===== config.mk =====
export PLATFORM = sky130hd
export DESIGN_NAME = scr_regulator
export DESIGN_NICKNAME = d
export VERILOG_FILES = /design/src/pkg/scr_pkg.sv /design/src/hw/scr_regulator.sv
export VERILOG_INCLUDE_DIRS = /design/src /design/src/pkg
export SDC_FILE = /design/constraint.sdc
export NUM_CORES = 2
export LEC_CHECK = 0
export ABC_AREA = 1
export BUFFER_PORTS_ARGS = -buffer_cell sky130_fd_sc_hd__buf_2
export CAP_MARGIN = 25
export CORE_MARGIN = 5
export CORE_UTILIZATION = 40
export CTS_CLUSTER_DIAMETER = 50
export CTS_CLUSTER_SIZE = 20
export DETAILED_ROUTE_END_ITERATION = 8
export HOLD_SLACK_MARGIN = 0.08
export MAX_ROUTING_LAYER = met4
export PLACE_DENSITY = 0.54
export SYNTH_ARGS = -nofsm -noshare
export SYNTH_HDL_FRONTEND = slang
export SYNTH_SLANG_ARGS = --single-unit

===== constraint.sdc =====
create_clock -name clk_sys -period 11 [get_ports clk_sys]
set_input_delay 0.55 -clock clk_sys [delete_from_list [all_inputs] [get_ports clk_sys]]
set_output_delay 0.55 -clock clk_sys [all_outputs]
set_load 0.02 [all_outputs]

===== src/pkg/scr_defs.svh =====
// Constants of the solenoid current regulator: offsets, reset values, counts.
`ifndef SCR_DEFS_SVH
`define SCR_DEFS_SVH

// ==========================================================
// Register word indices within a channel, and the divider's byte address; channel 1 sits 0x20 above 0.
`define SCR_OFF_SP 3'h0
`define SCR_OFF_DITH 3'h1
`define SCR_OFF_PWM 3'h2
`define SCR_OFF_AZ 3'h3
`define SCR_OFF_FB 3'h4
`define SCR_OFF_DIAG 3'h5
`define SCR_OFF_CLKDIV 8'h40

// ==========================================================
// Reset values and loop constants.
`define SCR_PWM_RST 15'h6064
`define SCR_THR_RST 24'h000400
`define SCR_INT_LIM 24'h3FFFFF
`define SCR_ALIM 24'h000014
`define SCR_GAIN_MAX 3'h6
`define SCR_TOL 12'h008
`define SCR_REGERR_CYC 4'h8
`define SCR_AZ_LAST 4'hF
`define SCR_PER_SAT 16'hFFFF

`endif


===== src/pkg/scr_pkg.sv =====
// Types shared by the solenoid current regulator.
`default_nettype none
package scr_pkg;
  typedef enum logic [1:0] {SCR_OFF, SCR_DRIVE, SCR_RECIRC, SCR_AZERO} scr_state_t;
  typedef struct packed {
    logic alim;
    logic en;
    logic [10:0] value;
  } scr_setpoint_t;
  typedef struct packed {
    logic cfb;
    logic sync;
    logic en;
    logic [5:0] size;
    logic [7:0] steps;
  } scr_dither_t;
  typedef struct packed {
    logic [2:0] gain;
    logic [11:0] period;
  } scr_pwm_t;
  typedef struct packed {
    logic [3:0] m;
    logic [7:0] n;
  } scr_clkdiv_t;
endpackage
`default_nettype wire


===== src/hw/scr_regulator.sv =====
// Two-channel solenoid current regulator with APB register access.
//
// The register addresses and the APB interface to the registers were left to the implementer.
`timescale 1ns/1ps
`default_nettype none
`include "scr_defs.svh"
module scr_regulator
  import scr_pkg::*;
(
  // Clock and reset.
  input wire logic clk_sys,
  input wire logic srst,
  // APB slave.
  input wire logic [7:0] paddr,
  input wire logic psel,
  input wire logic penable,
  input wire logic pwrite,
  input wire logic [31:0] pwdata,
  output logic [31:0] prdata,
  output logic pready,
  output logic pslverr,
  // Channel pins and measured current.
  input wire logic [1:0] en_pin,
  input wire logic [1:0][11:0] cur_sample,
  output logic [1:0] drive_on,
  output logic [1:0] recirc_on
);

  // ========================================================
  // Bus decode.
  wire acc = psel & penable;
  wire wr = acc & pwrite;
  wire setup = psel & ~penable;
  wire [2:0] ridx = paddr[4:2];
  wire div_hit = paddr == `SCR_OFF_CLKDIV;
  wire [1:0] ch_hit;
  wire [1:0][31:0] ch_rdata;
  wire mapped = div_hit | (|ch_hit);
  wire [31:0] rd_mux;

  scr_clkdiv_t div_reg;
  logic az_first_reg;
  logic [23:0] presc_reg;
  logic [31:0] prdata_reg;

  // Zero wait states: data is sampled in setup, so pready rises in access.
  assign pready = acc;
  assign pslverr = acc & ~mapped;
  assign prdata = prdata_reg;
  assign rd_mux = div_hit ? {20'h0, div_reg} :
                  ch_hit[0] ? ch_rdata[0] :
                  ch_hit[1] ? ch_rdata[1] : 32'h0;

  // The first divider write after reset kicks autozero on both channels.
  wire div_wr = wr & div_hit;
  wire az_boot = div_wr & az_first_reg;

  // Dither step length is (n+1) shifted left by m system clocks.
  wire [23:0] step_len = 24'(({16'h0, div_reg.n} + 24'h1) << div_reg.m);
  wire tick = presc_reg >= step_len - 24'h1;

  // Global registers and the read data latch.
  always_ff @(posedge clk_sys) begin
    if (srst) begin
      div_reg <= '0;
      az_first_reg <= 1'b1;
      presc_reg <= 24'h0;
      prdata_reg <= 32'h0;
    end else begin
      if (div_wr) begin
        div_reg <= pwdata[11:0];
        az_first_reg <= 1'b0;
      end
      presc_reg <= tick ? 24'h0 : presc_reg + 24'h1;
      if (setup & ~pwrite) begin
        prdata_reg <= rd_mux;
      end
    end
  end

  // ========================================================
  // Channel logic, one copy per channel.
  for (genvar g = 0; g < 2; g++) begin : ch
    scr_setpoint_t sp_reg;
    scr_dither_t di_pend_reg, di_reg;
    scr_pwm_t pwm_reg;
    scr_state_t st_reg, st_next;
    logic az_go_reg, diag_reg, chg_reg, drun_reg;
    logic [11:0] az_off_reg, fb_cur_reg, fb_per_reg;
    logic [15:0] az_sum_reg, per_reg;
    logic [3:0] az_cnt_reg, chg_cnt_reg;
    logic signed [23:0] integ_reg, thr_reg;
    logic [27:0] sum_reg;
    logic [7:0] mn_reg, mx_reg, fmn_reg, fmx_reg;
    logic [7:0] cyc_reg, fcyc_reg, stp_reg;
    logic [1:0] q_reg;
    logic signed [11:0] dval_reg;

    wire [11:0] smp = cur_sample[g];
    wire [7:0] smp8 = smp[11:4];
    assign ch_hit[g] = paddr[7:6] == 2'h0 && paddr[5] == 1'(g) &&
                       ridx <= `SCR_OFF_DIAG && paddr[1:0] == 2'h0;
    wire hit_wr = wr & ch_hit[g];
    wire sp_wr = hit_wr && ridx == `SCR_OFF_SP;
    wire di_wr = hit_wr && ridx == `SCR_OFF_DITH;
    wire pwm_wr = hit_wr && ridx == `SCR_OFF_PWM;
    wire az_wr = hit_wr && ridx == `SCR_OFF_AZ;
    wire fb_rd = acc & ~pwrite & ch_hit[g] && ridx == `SCR_OFF_FB;
    wire dg_rd = acc & ~pwrite & ch_hit[g] && ridx == `SCR_OFF_DIAG;

    // Channel off on pin low, bit clear or zero setpoint.
    wire active = en_pin[g] & sp_reg.en & (sp_reg.value != 11'h0);
    wire oper = st_reg == SCR_DRIVE || st_reg == SCR_RECIRC;
    // Software start is honoured only with the enable bit clear.
    wire offset_cal_go = az_boot | (az_wr & pwdata[0] & ~sp_reg.en);

    // Offset and dither act on the target, never on the register.
    wire signed [13:0] eff_s = $signed({3'h0, sp_reg.value}) +
      $signed({2'h0, az_off_reg}) + $signed({{2{dval_reg[11]}}, dval_reg});
    wire [11:0] effu = eff_s < 0 ? 12'h0 :
                       eff_s > 14'sh0FFF ? 12'hFFF : eff_s[11:0];

    // Error integrator with normal or auto-limit clamp.
    wire limited = sp_reg.alim & chg_reg;
    wire signed [23:0] lim = limited ? `SCR_ALIM : `SCR_INT_LIM;
    wire signed [23:0] base = st_reg == SCR_OFF ? 24'sh0 : integ_reg;
    wire signed [23:0] isum = base + $signed({12'h0, smp}) - $signed({12'h0, effu});
    wire signed [23:0] iclp = isum > lim ? lim : isum < -lim ? -lim : isum;
    // Under the auto-limit clamp the threshold may be out of reach, so the limit swaps too.
    wire swap = iclp > thr_reg || (limited && iclp == lim);
    wire cyc_end = st_reg == SCR_RECIRC && active && iclp <= 0;
    wire cyc_start = st_next == SCR_DRIVE && st_reg != SCR_DRIVE;

    // Period loop: error scaled by gain and folded into the threshold.
    wire [2:0] gsh = pwm_reg.gain > `SCR_GAIN_MAX ? `SCR_GAIN_MAX : pwm_reg.gain;
    wire signed [12:0] perr = $signed({1'b0, per_reg[15:4]}) -
                              $signed({1'b0, pwm_reg.period});
    wire signed [23:0] pstep = $signed({{11{perr[12]}}, perr}) >>> gsh;
    wire signed [23:0] thr_n = thr_reg - pstep;

    // Setpoint reached when the cycle mean meets the target less a margin.
    wire [11:0] tgt = effu > `SCR_TOL ? effu - `SCR_TOL : 12'h0;
    wire [27:0] sum_n = sum_reg + {16'h0, smp};
    wire [31:0] need = {20'h0, tgt} * {16'h0, per_reg};
    wire reached = {4'h0, sum_n} >= need;

    // Dither boundaries and step events.
    wire steps_ok = di_pend_reg.en && di_pend_reg.steps != 8'h0;
    wire d_go = ~drun_reg & steps_ok & (~di_pend_reg.sync | cyc_start);
    wire q_end = drun_reg & tick && stp_reg == di_reg.steps - 8'h1;
    wire d_end = q_end && q_reg == 2'h3;
    wire d_up = q_reg == 2'h0 || q_reg == 2'h3;
    wire signed [11:0] dsz = $signed({6'h0, di_reg.size});
    wire dith_on = di_reg.en;

    // Controller state machine.
    always_comb begin
      st_next = st_reg;
      unique case (st_reg)
        SCR_OFF: begin
          if (active) begin
            st_next = SCR_DRIVE;
          end
        end
        SCR_DRIVE: begin
          if (!active) begin
            st_next = SCR_OFF;
          end else if (swap) begin
            st_next = SCR_RECIRC;
          end
        end
        SCR_RECIRC: begin
          if (!active) begin
            st_next = SCR_OFF;
          end else if (cyc_end) begin
            st_next = SCR_DRIVE;
          end
        end
        SCR_AZERO: begin
          if (az_cnt_reg == `SCR_AZ_LAST) begin
            st_next = SCR_OFF;
          end
        end
      endcase
      if (offset_cal_go) begin
        st_next = SCR_AZERO;
      end
    end

    // Both switches follow the state, so they can never overlap.
    assign drive_on[g] = st_reg == SCR_DRIVE;
    assign recirc_on[g] = st_reg == SCR_RECIRC;

    // Software registers; the pin pulls the enable bit low.
    always_ff @(posedge clk_sys) begin
      if (srst) begin
        sp_reg <= '0;
        di_pend_reg <= '0;
        pwm_reg <= `SCR_PWM_RST;
      end else begin
        if (sp_wr) begin
          sp_reg <= pwdata[12:0];
        end
        if (!en_pin[g]) begin
          sp_reg.en <= 1'b0;
        end
        if (di_wr) begin
          di_pend_reg <= pwdata[16:0];
        end
        if (pwm_wr) begin
          pwm_reg <= pwdata[14:0];
        end
      end
    end

    // Integrator, period count, threshold and feedback per cycle.
    always_ff @(posedge clk_sys) begin
      if (srst) begin
        st_reg <= SCR_OFF;
        integ_reg <= 24'sh0;
        thr_reg <= `SCR_THR_RST;
        per_reg <= 16'h0;
        sum_reg <= 28'h0;
        fb_cur_reg <= 12'h0;
        fb_per_reg <= 12'h0;
      end else begin
        st_reg <= st_next;
        integ_reg <= oper ? iclp : 24'sh0;
        if (cyc_start || !oper) begin
          per_reg <= 16'h1;
          sum_reg <= {16'h0, smp};
        end else begin
          per_reg <= per_reg == `SCR_PER_SAT ? per_reg : per_reg + 16'h1;
          sum_reg <= sum_n;
        end
        if (cyc_end) begin
          fb_cur_reg <= sum_n[27:16];
          fb_per_reg <= per_reg[15:4];
          thr_reg <= thr_n < 24'sh1 ? 24'sh1 :
                     thr_n > `SCR_INT_LIM ? `SCR_INT_LIM : thr_n;
        end
      end
    end

    // Autozero: average sixteen samples with the stage off.
    always_ff @(posedge clk_sys) begin
      if (srst) begin
        az_go_reg <= 1'b0;
        az_cnt_reg <= 4'h0;
        az_sum_reg <= 16'h0;
        az_off_reg <= 12'h0;
      end else if (offset_cal_go) begin
        az_go_reg <= 1'b1;
        az_cnt_reg <= 4'h0;
        az_sum_reg <= 16'h0;
      end else if (st_reg == SCR_AZERO) begin
        az_cnt_reg <= az_cnt_reg + 4'h1;
        az_sum_reg <= az_sum_reg + {4'h0, smp};
        if (az_cnt_reg == `SCR_AZ_LAST) begin
          az_off_reg <= 12'((az_sum_reg + {4'h0, smp}) >> 4);
          az_go_reg <= 1'b0;
        end
      end
    end

    // Regulator error watch after each setpoint write; set beats read clear.
    always_ff @(posedge clk_sys) begin
      if (srst) begin
        chg_reg <= 1'b0;
        chg_cnt_reg <= 4'h0;
        diag_reg <= 1'b0;
      end else begin
        diag_reg <= diag_reg & ~(dg_rd & prdata_reg[0]);
        if (sp_wr) begin
          chg_reg <= 1'b1;
          chg_cnt_reg <= 4'h0;
        end else if (cyc_end && chg_reg) begin
          if (reached) begin
            chg_reg <= 1'b0;
          end else if (chg_cnt_reg == `SCR_REGERR_CYC - 4'h1) begin
            chg_reg <= 1'b0;
            diag_reg <= 1'b1;
          end else begin
            chg_cnt_reg <= chg_cnt_reg + 4'h1;
          end
        end
      end
    end

    // Dither: new settings load only between periods.
    always_ff @(posedge clk_sys) begin
      if (srst) begin
        di_reg <= '0;
        drun_reg <= 1'b0;
        q_reg <= 2'h0;
        stp_reg <= 8'h0;
        dval_reg <= 12'sh0;
      end else if (d_go) begin
        di_reg <= di_pend_reg;
        drun_reg <= 1'b1;
        q_reg <= 2'h0;
        stp_reg <= 8'h0;
        dval_reg <= 12'sh0;
      end else if (!drun_reg) begin
        di_reg.en <= steps_ok;
      end else if (tick) begin
        dval_reg <= d_up ? dval_reg + dsz : dval_reg - dsz;
        stp_reg <= q_end ? 8'h0 : stp_reg + 8'h1;
        if (q_end) begin
          q_reg <= q_reg + 2'h1;
        end
        if (d_end) begin
          drun_reg <= 1'b0;
        end
      end
    end

    // Extremes and cycle count per dither period, or since the last read.
    always_ff @(posedge clk_sys) begin
      if (srst) begin
        mn_reg <= 8'hFF;
        mx_reg <= 8'h00;
        fmn_reg <= 8'h0;
        fmx_reg <= 8'h0;
        cyc_reg <= 8'h0;
        fcyc_reg <= 8'h0;
      end else if (d_end || (fb_rd && !dith_on) || !oper) begin
        mn_reg <= smp8;
        mx_reg <= smp8;
        cyc_reg <= 8'h0;
        if (d_end) begin
          fmn_reg <= smp8 < mn_reg ? smp8 : mn_reg;
          fmx_reg <= smp8 > mx_reg ? smp8 : mx_reg;
          fcyc_reg <= cyc_reg + {7'h0, cyc_end};
        end
      end else begin
        mn_reg <= smp8 < mn_reg ? smp8 : mn_reg;
        mx_reg <= smp8 > mx_reg ? smp8 : mx_reg;
        if (cyc_end && cyc_reg != 8'hFF) begin
          cyc_reg <= cyc_reg + 8'h1;
        end
      end
    end

    // Feedback word and register read mux.
    wire [7:0] rmn = dith_on ? fmn_reg : mn_reg;
    wire [7:0] rmx = dith_on ? fmx_reg : mx_reg;
    wire [7:0] rcyc = dith_on ? fcyc_reg : 8'h0;
    wire [31:0] fb_word = !oper ? 32'h0 :
      di_pend_reg.cfb ? {8'h0, rcyc, rmx, rmn} :
      {4'h0, fb_per_reg, 4'h0, fb_cur_reg};
    assign ch_rdata[g] =
      ridx == `SCR_OFF_SP ? {19'h0, sp_reg} :
      ridx == `SCR_OFF_DITH ? {15'h0, di_pend_reg} :
      ridx == `SCR_OFF_PWM ? {17'h0, pwm_reg} :
      ridx == `SCR_OFF_AZ ? {12'h0, az_off_reg, 7'h0, az_go_reg} :
      ridx == `SCR_OFF_FB ? fb_word : {31'h0, diag_reg};
  end

endmodule
`default_nettype wire


# --- Yosys cells after proc, flatten, opt, wreduce, memory -nomap -nowiden ---
# Cells that the tools add are included.
classes:
  magnitude_cmp: 28
  n_eq_ne: 34
  mul: 2
  n_addsub: 43
  bitwise: 59
  n_reduce_logical: 103
  n_shift: 3
  mux: 111
op_table:
  columns: ["op", "count"]
  rows:
  - ["28-bit 2-to-1 mux", 14]
  - ["24-bit 2-to-1 mux", 10]
  - ["8-bit 2-to-1 mux", 16]
  - ["12-bit 2-to-1 mux", 10]
  - ["32-bit 2-to-1 mux", 3]
  - ["28-bit by 12-bit adder with 28-bit output", 2]
  - ["28-bit greater-or-equal comparator", 2]
  - ["12-bit by 16-bit multiplier with 28-bit output", 2]
  - ["24-bit by 13-bit adder with 24-bit output", 2]
  - ["24-bit by 23-bit == test with 1-bit output", 2]
  - ["24-bit by 22-bit > comparator with 1-bit output (second input constant)", 2]
  - ["24-bit by 23-bit > comparator with 1-bit output", 2]
  - ["24-bit > comparator", 2]
  - ["24-bit by 1-bit less-or-equal comparator with 1-bit output (second input constant)", 2]
  - ["24-bit by 2-bit less-than comparator with 1-bit output (second input constant)", 2]
  - ["24-bit less-than comparator", 2]
  - ["22-bit negator with 24-bit output", 2]
  - ["13-bit by 3-bit >>> shifter with 24-bit output", 2]
  - ["24-bit by 13-bit subtractor with 24-bit output", 2]
  - ["24-bit subtractor", 2]
  - ["22-bit 2-to-1 mux", 2]
  - ["1-bit logical AND", 38]
  - ["1-bit 2-to-1 mux", 38]
  - ["16-bit by 1-bit adder with 16-bit output (second input constant)", 2]
  - ["other kinds (54)", 220]
totals:
  word_cells: 466
  input_bits: 71
  output_inout_bits: 38
  register_bits: 645

# --- Depth between registers and ports, before layout ---
logic_depth:
  word_depth: 21
  ltp_mapped: 81
  mapped_depth_nobuf: 78

# --- Worst setup path after synthesis ---
# Ideal clock, no wire load.
synth_path:
  path_type: "flip-flop to flip-flop"
  from: "reg ch[0].sp_reg[0] in the netlist's numbering"
  to: "reg ch[0].chg_cnt_reg[0]"
  stages_incl_launch_ff: 73
  n_path_buf: 3
  arrival_time_ns: 10.800
  required_ns: 10.942
  setup_time_ns: 0.058
  slack_ns: 0.142
  period_less_slack_ns: 10.858
  path_cell_list: "dfxtp_1 -> ha_1 -> inv_1 -> fa_1 -> nand3b_1 -> and2_1 -> o21ai_0 -> a21o_1 -> xor2_1 -> inv_1 -> ha_1 -> nand2_1 -> inv_1 -> a221oi_1 -> o41ai_2 -> nand3_1 -> nand2_1 -> nand2_1 -> [... 37 more ...] -> nand2_1 -> nand3_1 -> nand2_1 -> a21oi_1 -> o21ai_0 -> xnor2_1 -> ha_1 -> nand2_1 -> inv_1 -> nand3_1 -> nor3_1 -> nand2_1 -> o31ai_1 -> nor2_1 -> nand2_1 -> inv_1 -> a21oi_1 -> o21a_1"
synth_via:
  elab_chain_len: 13
  word_cells_on_any_way: 24
  classes_between: "add/sub: 4; mul: 1; order compare: 7; mux: 5; bitwise: 2; reduce/logical: 5"
synth_rtl:
  columns: ["element", "line_no", "rtl"]
  rows:
  - ["from (decl)", "scr_regulator.sv:84", "scr_setpoint_t sp_reg;"]
  - ["from (signal assigned)", "scr_regulator.sv:202", "sp_reg <= pwdata[12:0];"]
  - ["branches (longest 12 deep; another with 12-bit by 16-bit multiplier with 28-bit output)", null, null]
  - ["3-bit AND reduction (no source line) (*)", null, null]
  - ["to (signal assigned)", "scr_regulator.sv:284", "chg_cnt_reg <= chg_cnt_reg + 4'h1;"]
  - ["to (decl)", "scr_regulator.sv:91", "logic [3:0] az_cnt_reg, chg_cnt_reg;"]
# Every way passes the cells marked *.
# A chain may end at the register's enable or synchronous reset.

# --- Worst setup path after layout ---
layout_path:
  from: "reg ch[1].az_off_reg[0]"
  to: "reg ch[1].q_reg[1]"
layout_via:
  elab_chain_len: 21
  word_cells_on_any_way: 28
  classes_between: "add/sub: 3; order compare: 6; eq/ne: 2; mux: 10; bitwise: 2; reduce/logical: 5"
layout_rtl:
  columns: ["element", "line_no", "rtl"]
  rows:
  - ["from (decl)", "scr_regulator.sv:89", "logic [11:0] az_off_reg, fb_cur_reg, fb_per_reg;"]
  - ["from (signal assigned)", "scr_regulator.sv:260", "az_off_reg <= 12'((az_sum_reg + {4'h0, smp}) >> 4);"]
  - ["11-bit by 12-bit adder with 13-bit output (*)", "scr_regulator.sv:118", "wire signed [13:0] eff_s = $signed({3'h0, sp_reg.value}) +"]
  - ["14-bit by 12-bit adder with 14-bit output (*)", "scr_regulator.sv:119", "$signed({2'h0, az_off_reg}) + $signed({{2{dval_reg[11]}}, dval_reg});"]
  - ["14-bit by 13-bit > comparator with 1-bit output", "scr_regulator.sv:121", "eff_s > 14'sh0FFF ? 12'hFFF : eff_s[11:0];"]
  - ["12-bit 2-to-1 mux", "scr_regulator.sv:121", null]
  - ["12-bit 2-to-1 mux (*)", "scr_regulator.sv:120", "wire [11:0] effu = eff_s < 0 ? 12'h0 :"]
  - ["24-bit by 13-bit subtractor with 24-bit output (*)", "scr_regulator.sv:127", "wire signed [23:0] isum = base + $signed({12'h0, smp}) - $signed({12'h0, effu});"]
  - ["24-bit less-than comparator", "scr_regulator.sv:128", "wire signed [23:0] iclp = isum > lim ? lim : isum < -lim ? -lim : isum;"]
  - ["24-bit 2-to-1 mux", "scr_regulator.sv:128", null]
  - ["[... 1 more ...]", null, null]
  - ["named net ch[1].iclp[19]", "scr_regulator.sv:128", null]
  - ["branches (longest 5 deep; another with 24-bit by 1-bit less-or-equal comparator with 1-bit output)", null, null]
  - ["2-bit one-hot mux with 4 select lines (*)", "scr_regulator.sv:159", "unique case (st_reg)"]
  - ["2-bit 2-to-1 mux (*)", "scr_regulator.sv:185", "if (offset_cal_go) begin"]
  - ["2-bit by 1-bit == test with 1-bit output (*)", "scr_regulator.sv:132", "wire cyc_start = st_next == SCR_DRIVE && st_reg != SCR_DRIVE;"]
  - ["1-bit logical AND (*)", "scr_regulator.sv:132", null]
  - ["1-bit bitwise OR (*)", "scr_regulator.sv:149", "wire d_go = ~drun_reg & steps_ok & (~di_pend_reg.sync | cyc_start);"]
  - ["1-bit bitwise AND (*)", "scr_regulator.sv:149", null]
  - ["2-bit OR reduction (no source line) (*)", null, null]
  - ["to (signal assigned)", "scr_regulator.sv:310", "q_reg <= q_reg + 2'h1;"]
  - ["to (decl)", "scr_regulator.sv:96", "logic [1:0] q_reg;"]
# Mark *: on every way through the listed nets, which the timed path passes.

==> run metrics <==
initial antenna violation count 8; max cap viols 0; GRT overflow 0; fill count between 10,000 and 15,000; unrepaired setup endpoints after global routing yes; Setup Skew 0.0523 ns; Fin. Hold Viols 0; Top Ports about 110; outcome finished clean; Leakage Power ~34 nW; Layout area overhead 22.8%; final WL just under 200,000 um; share of layout cells above drive strength 1 ~17%; max reg flops between 50 and 60; post-synthesis cell count 8,189; reg2reg path depth 76; clock buffer depth 3; pre-CTS worst setup slack -0.651 ns; Rows between 100 and 150; Vias/cell ~5.2; DR pass1 iterations 8; yosys warns 0; Worst Hold Slack between 0.1 and 0.15 ns; post-route setup TNS 0 ns; Async SR Flop Fraction 0%; Setup-failing EPs final 0; final std cells w/o fill about 11,000; Top delay family on crit path simple AND/OR/NAND/NOR gates; # DRC 0; Post-Syn Area roughly 58,000 um^2; fin. max-slew vios 0; Max IR drop VDD between 0.1 and 0.15 mV; final setup margin approximately 0.23 ns; post-synthesis sequential area ratio between 20 and 25%; Sink Count between 600 and 700; core footprint approximately 150,000 um^2; Post-synth EDFFs 0; worst skew pair latency just over 0.7 ns; minimum clock period ~11 ns; routability congestion estimate 0.927; WS Path Type flip-flop to flip-flop; all-layer global routing usage 25.1%; largest net degree at the start of global routing just under 100; Post-DRT Antenna Nets 0; crit path DAT roughly 11 ns; number of port buffers 89; mean area per synthesized cell 7.11 um^2; worst path bufs/invs 17; die width ~390 um; initial core utilization 40.1%; Yosys reg bits ~640; CTS root buffer clkbuf_16; fin crit share between 90% and 100%; fin area between 70,000 and 80,000 um^2; Top FF cell, synth dfxtp_1; Final nets 9,782; Die Y-Extent approximately 390 um; clock transition at the registers of the reported paths 0.07 ns; Num CTS Buffers 92; Slowest-stage cell, CP fa_1; end-of-flow core utilization 49.2%; Placed Cells ~10,000; via count 55,900; critical path depth 76; HPWL after detailed placement between 150,000 and 200,000 um; Netlist cell types 76; P per Cell Area ~92 nW/um^2; Worst setup SP type flip-flop; CP endpoint kind flip-flop; CTS tree done; vias in the first global route 52,900; Hold Path Cell Cnt 3; DR WL/cell between 15 and 20 um; Tightest Pin Transition ~1.1 ns; Worst Path Max Fanout 7; 1st-iter DRT viols between 4,000 and 5,000; full die area ~150,000 um^2; global-route wire length before repair between 200,000 and 300,000 um; relative slew slack between 20% and 30%; worst min path class input port to flip-flop; H-Tree Depth 3; delay of the slowest cell on the worst path just under 0.6 ns; Area after DPL between 60,000 and 70,000 um^2; most frequent CP cell nand2_1; total power between 6 and 7 mW; Worst EP required around 12 ns; Max Clk Rate between 0.09 and 0.1 GHz
[layer usage]
metal  part of all wire (%)  vias to the layer above  wire length [um]  global-route usage, %
met5                      0                        -                 0                      -
met4                    1.9                        0              3680                   5.09
met3                    7.3                      212             14200                   4.37
met2                     42                     1490             81700                   36.7
met1                     49                    26500             94500                   36.4
li1                       -                    27700                 -                      -
[cells in the mapped netlist, drive strengths merged, types with 8 or more instances]
| master | number | area share (%) |
|---|---|---|
| o22ai | 21 | 0.23 |
| o221ai | 18 | 0.27 |
| a221oi | 15 | 0.23 |
| buf | 78 | 0.81 |
| clkinv | 16 | 0.11 |
| clkbuf | 203 | 1.3 |
| o21ai | 655 | 5.6 |
| o211ai | 55 | 0.72 |
| a21boi | 11 | 0.14 |
| o31ai | 10 | 0.13 |
| a211oi | 23 | 0.30 |
| xor2 | 261 | 4.0 |
| nand4 | 84 | 0.90 |
| o21bai | 40 | 0.52 |
| a31oi | 18 | 0.19 |
| fa | 318 | 11 |
| nor3 | 128 | 1.1 |
| nand2 | 1551 | 10 |
| nand3 | 304 | 2.6 |
| a21o | 22 | 0.28 |
| or2 | 18 | 0.19 |
| o311ai | 8 | 0.12 |
| nor3b | 14 | 0.18 |
| inv | 1274 | 8.2 |
| nor2 | 761 | 4.9 |
| a21oi | 751 | 6.5 |
| nor4 | 34 | 0.39 |
| o21a | 19 | 0.24 |
| dfxtp | 641 | 22 |
| ha | 639 | 14 |
| xnor2 | 142 | 2.2 |
[worst register-to-register path, delay by kind of cell (launching register included)]
family,cells,cell delay [ns]
compound gates,20,2.38
xor+xnor,1,0.17
fa+ha+maj,8,2.64
buf+inv,17,1.61
flops,1,0.35
simple gates,30,3.46
[power breakdown]
| group | switching, mW | internal [mW] | total, mW |
|---|---|---|---|
| Combinational | 0.625 | 0.458 | 1.08 |
| Sequential | 0.00800 | 2.34 | 2.34 |
| Clock | 1.32 | 1.82 | 3.15 |
[kinds of logic after synthesis]
family	share of synthesized area, %
AND/OR/NAND/NOR	20.7
AO/OA/AOI/OAI	15.9
buffers and inverters	10.4
adder cells (fa/ha/maj)	24.7
flip-flops	22.0
XOR/XNOR	6.14
multiplexers	0.120
other	0.00644
[placed cells by master, fill, tap and decap left out, types with 22 or more instances in the layout]
cell	synthesis	routed
nand2_1	1537	1425
nor2_2	5	45
o21ai_2	1	31
o211ai_1	54	54
nand3_2	2	29
ha_1	639	581
fa_1	318	305
buf_2	48	89
ha_4	0	48
nand2_4	3	26
o21bai_1	39	36
o21ai_0	636	581
a21o_1	22	22
xnor2_1	139	131
clkbuf_16	0	105
xor2_1	259	245
nand4_1	84	84
nand3_1	302	268
nor3_1	124	110
nor4_1	33	26
inv_1	1249	1195
buf_4	16	584
a21oi_2	5	54
inv_2	25	60
nor2_1	755	690
buf_6	6	39
nand2_2	11	94
nor2_4	1	26
o21ai_1	18	39
a21oi_1	746	684
dfxtp_1	641	637
[layout make-up]
type	count	area, um^2	area share [%]
flip-flops and latches	641	12800	18.0
well taps	1917	2400	3.35
clock buffers	106	2440	3.42
inverters	1290	4910	6.87
diodes	5	12.5	0.0175
clock inverters	65	802	1.12
multi-input cells	5982	42100	58.9
repair buffers	747	6010	8.41
[timing repair]
item,CTS,global route
setup buffers,34,53
gates cloned,1,17
resized for setup,155,591
hold buffers,1,0
setup endpoints to repair,174,225
hold endpoints to repair,1,0
pin swaps,65,272
[final timing paths]
| kind | startpoint | endpoint | slack [ns] |
|---|---|---|---|
| min reg2reg | ch[0].fmn_reg[7] | ch[0].fmn_reg[7] | 0.46 |
| max | ch[1].az_off_reg[0] | ch[1].q_reg[1] | 0.23 |
| min | en_pin[1] | ch[1].sp_reg[11] | 0.15 |
| max reg2reg | ch[1].az_off_reg[0] | ch[1].q_reg[1] | 0.23 |
Power figures use the tool's default switching activity.
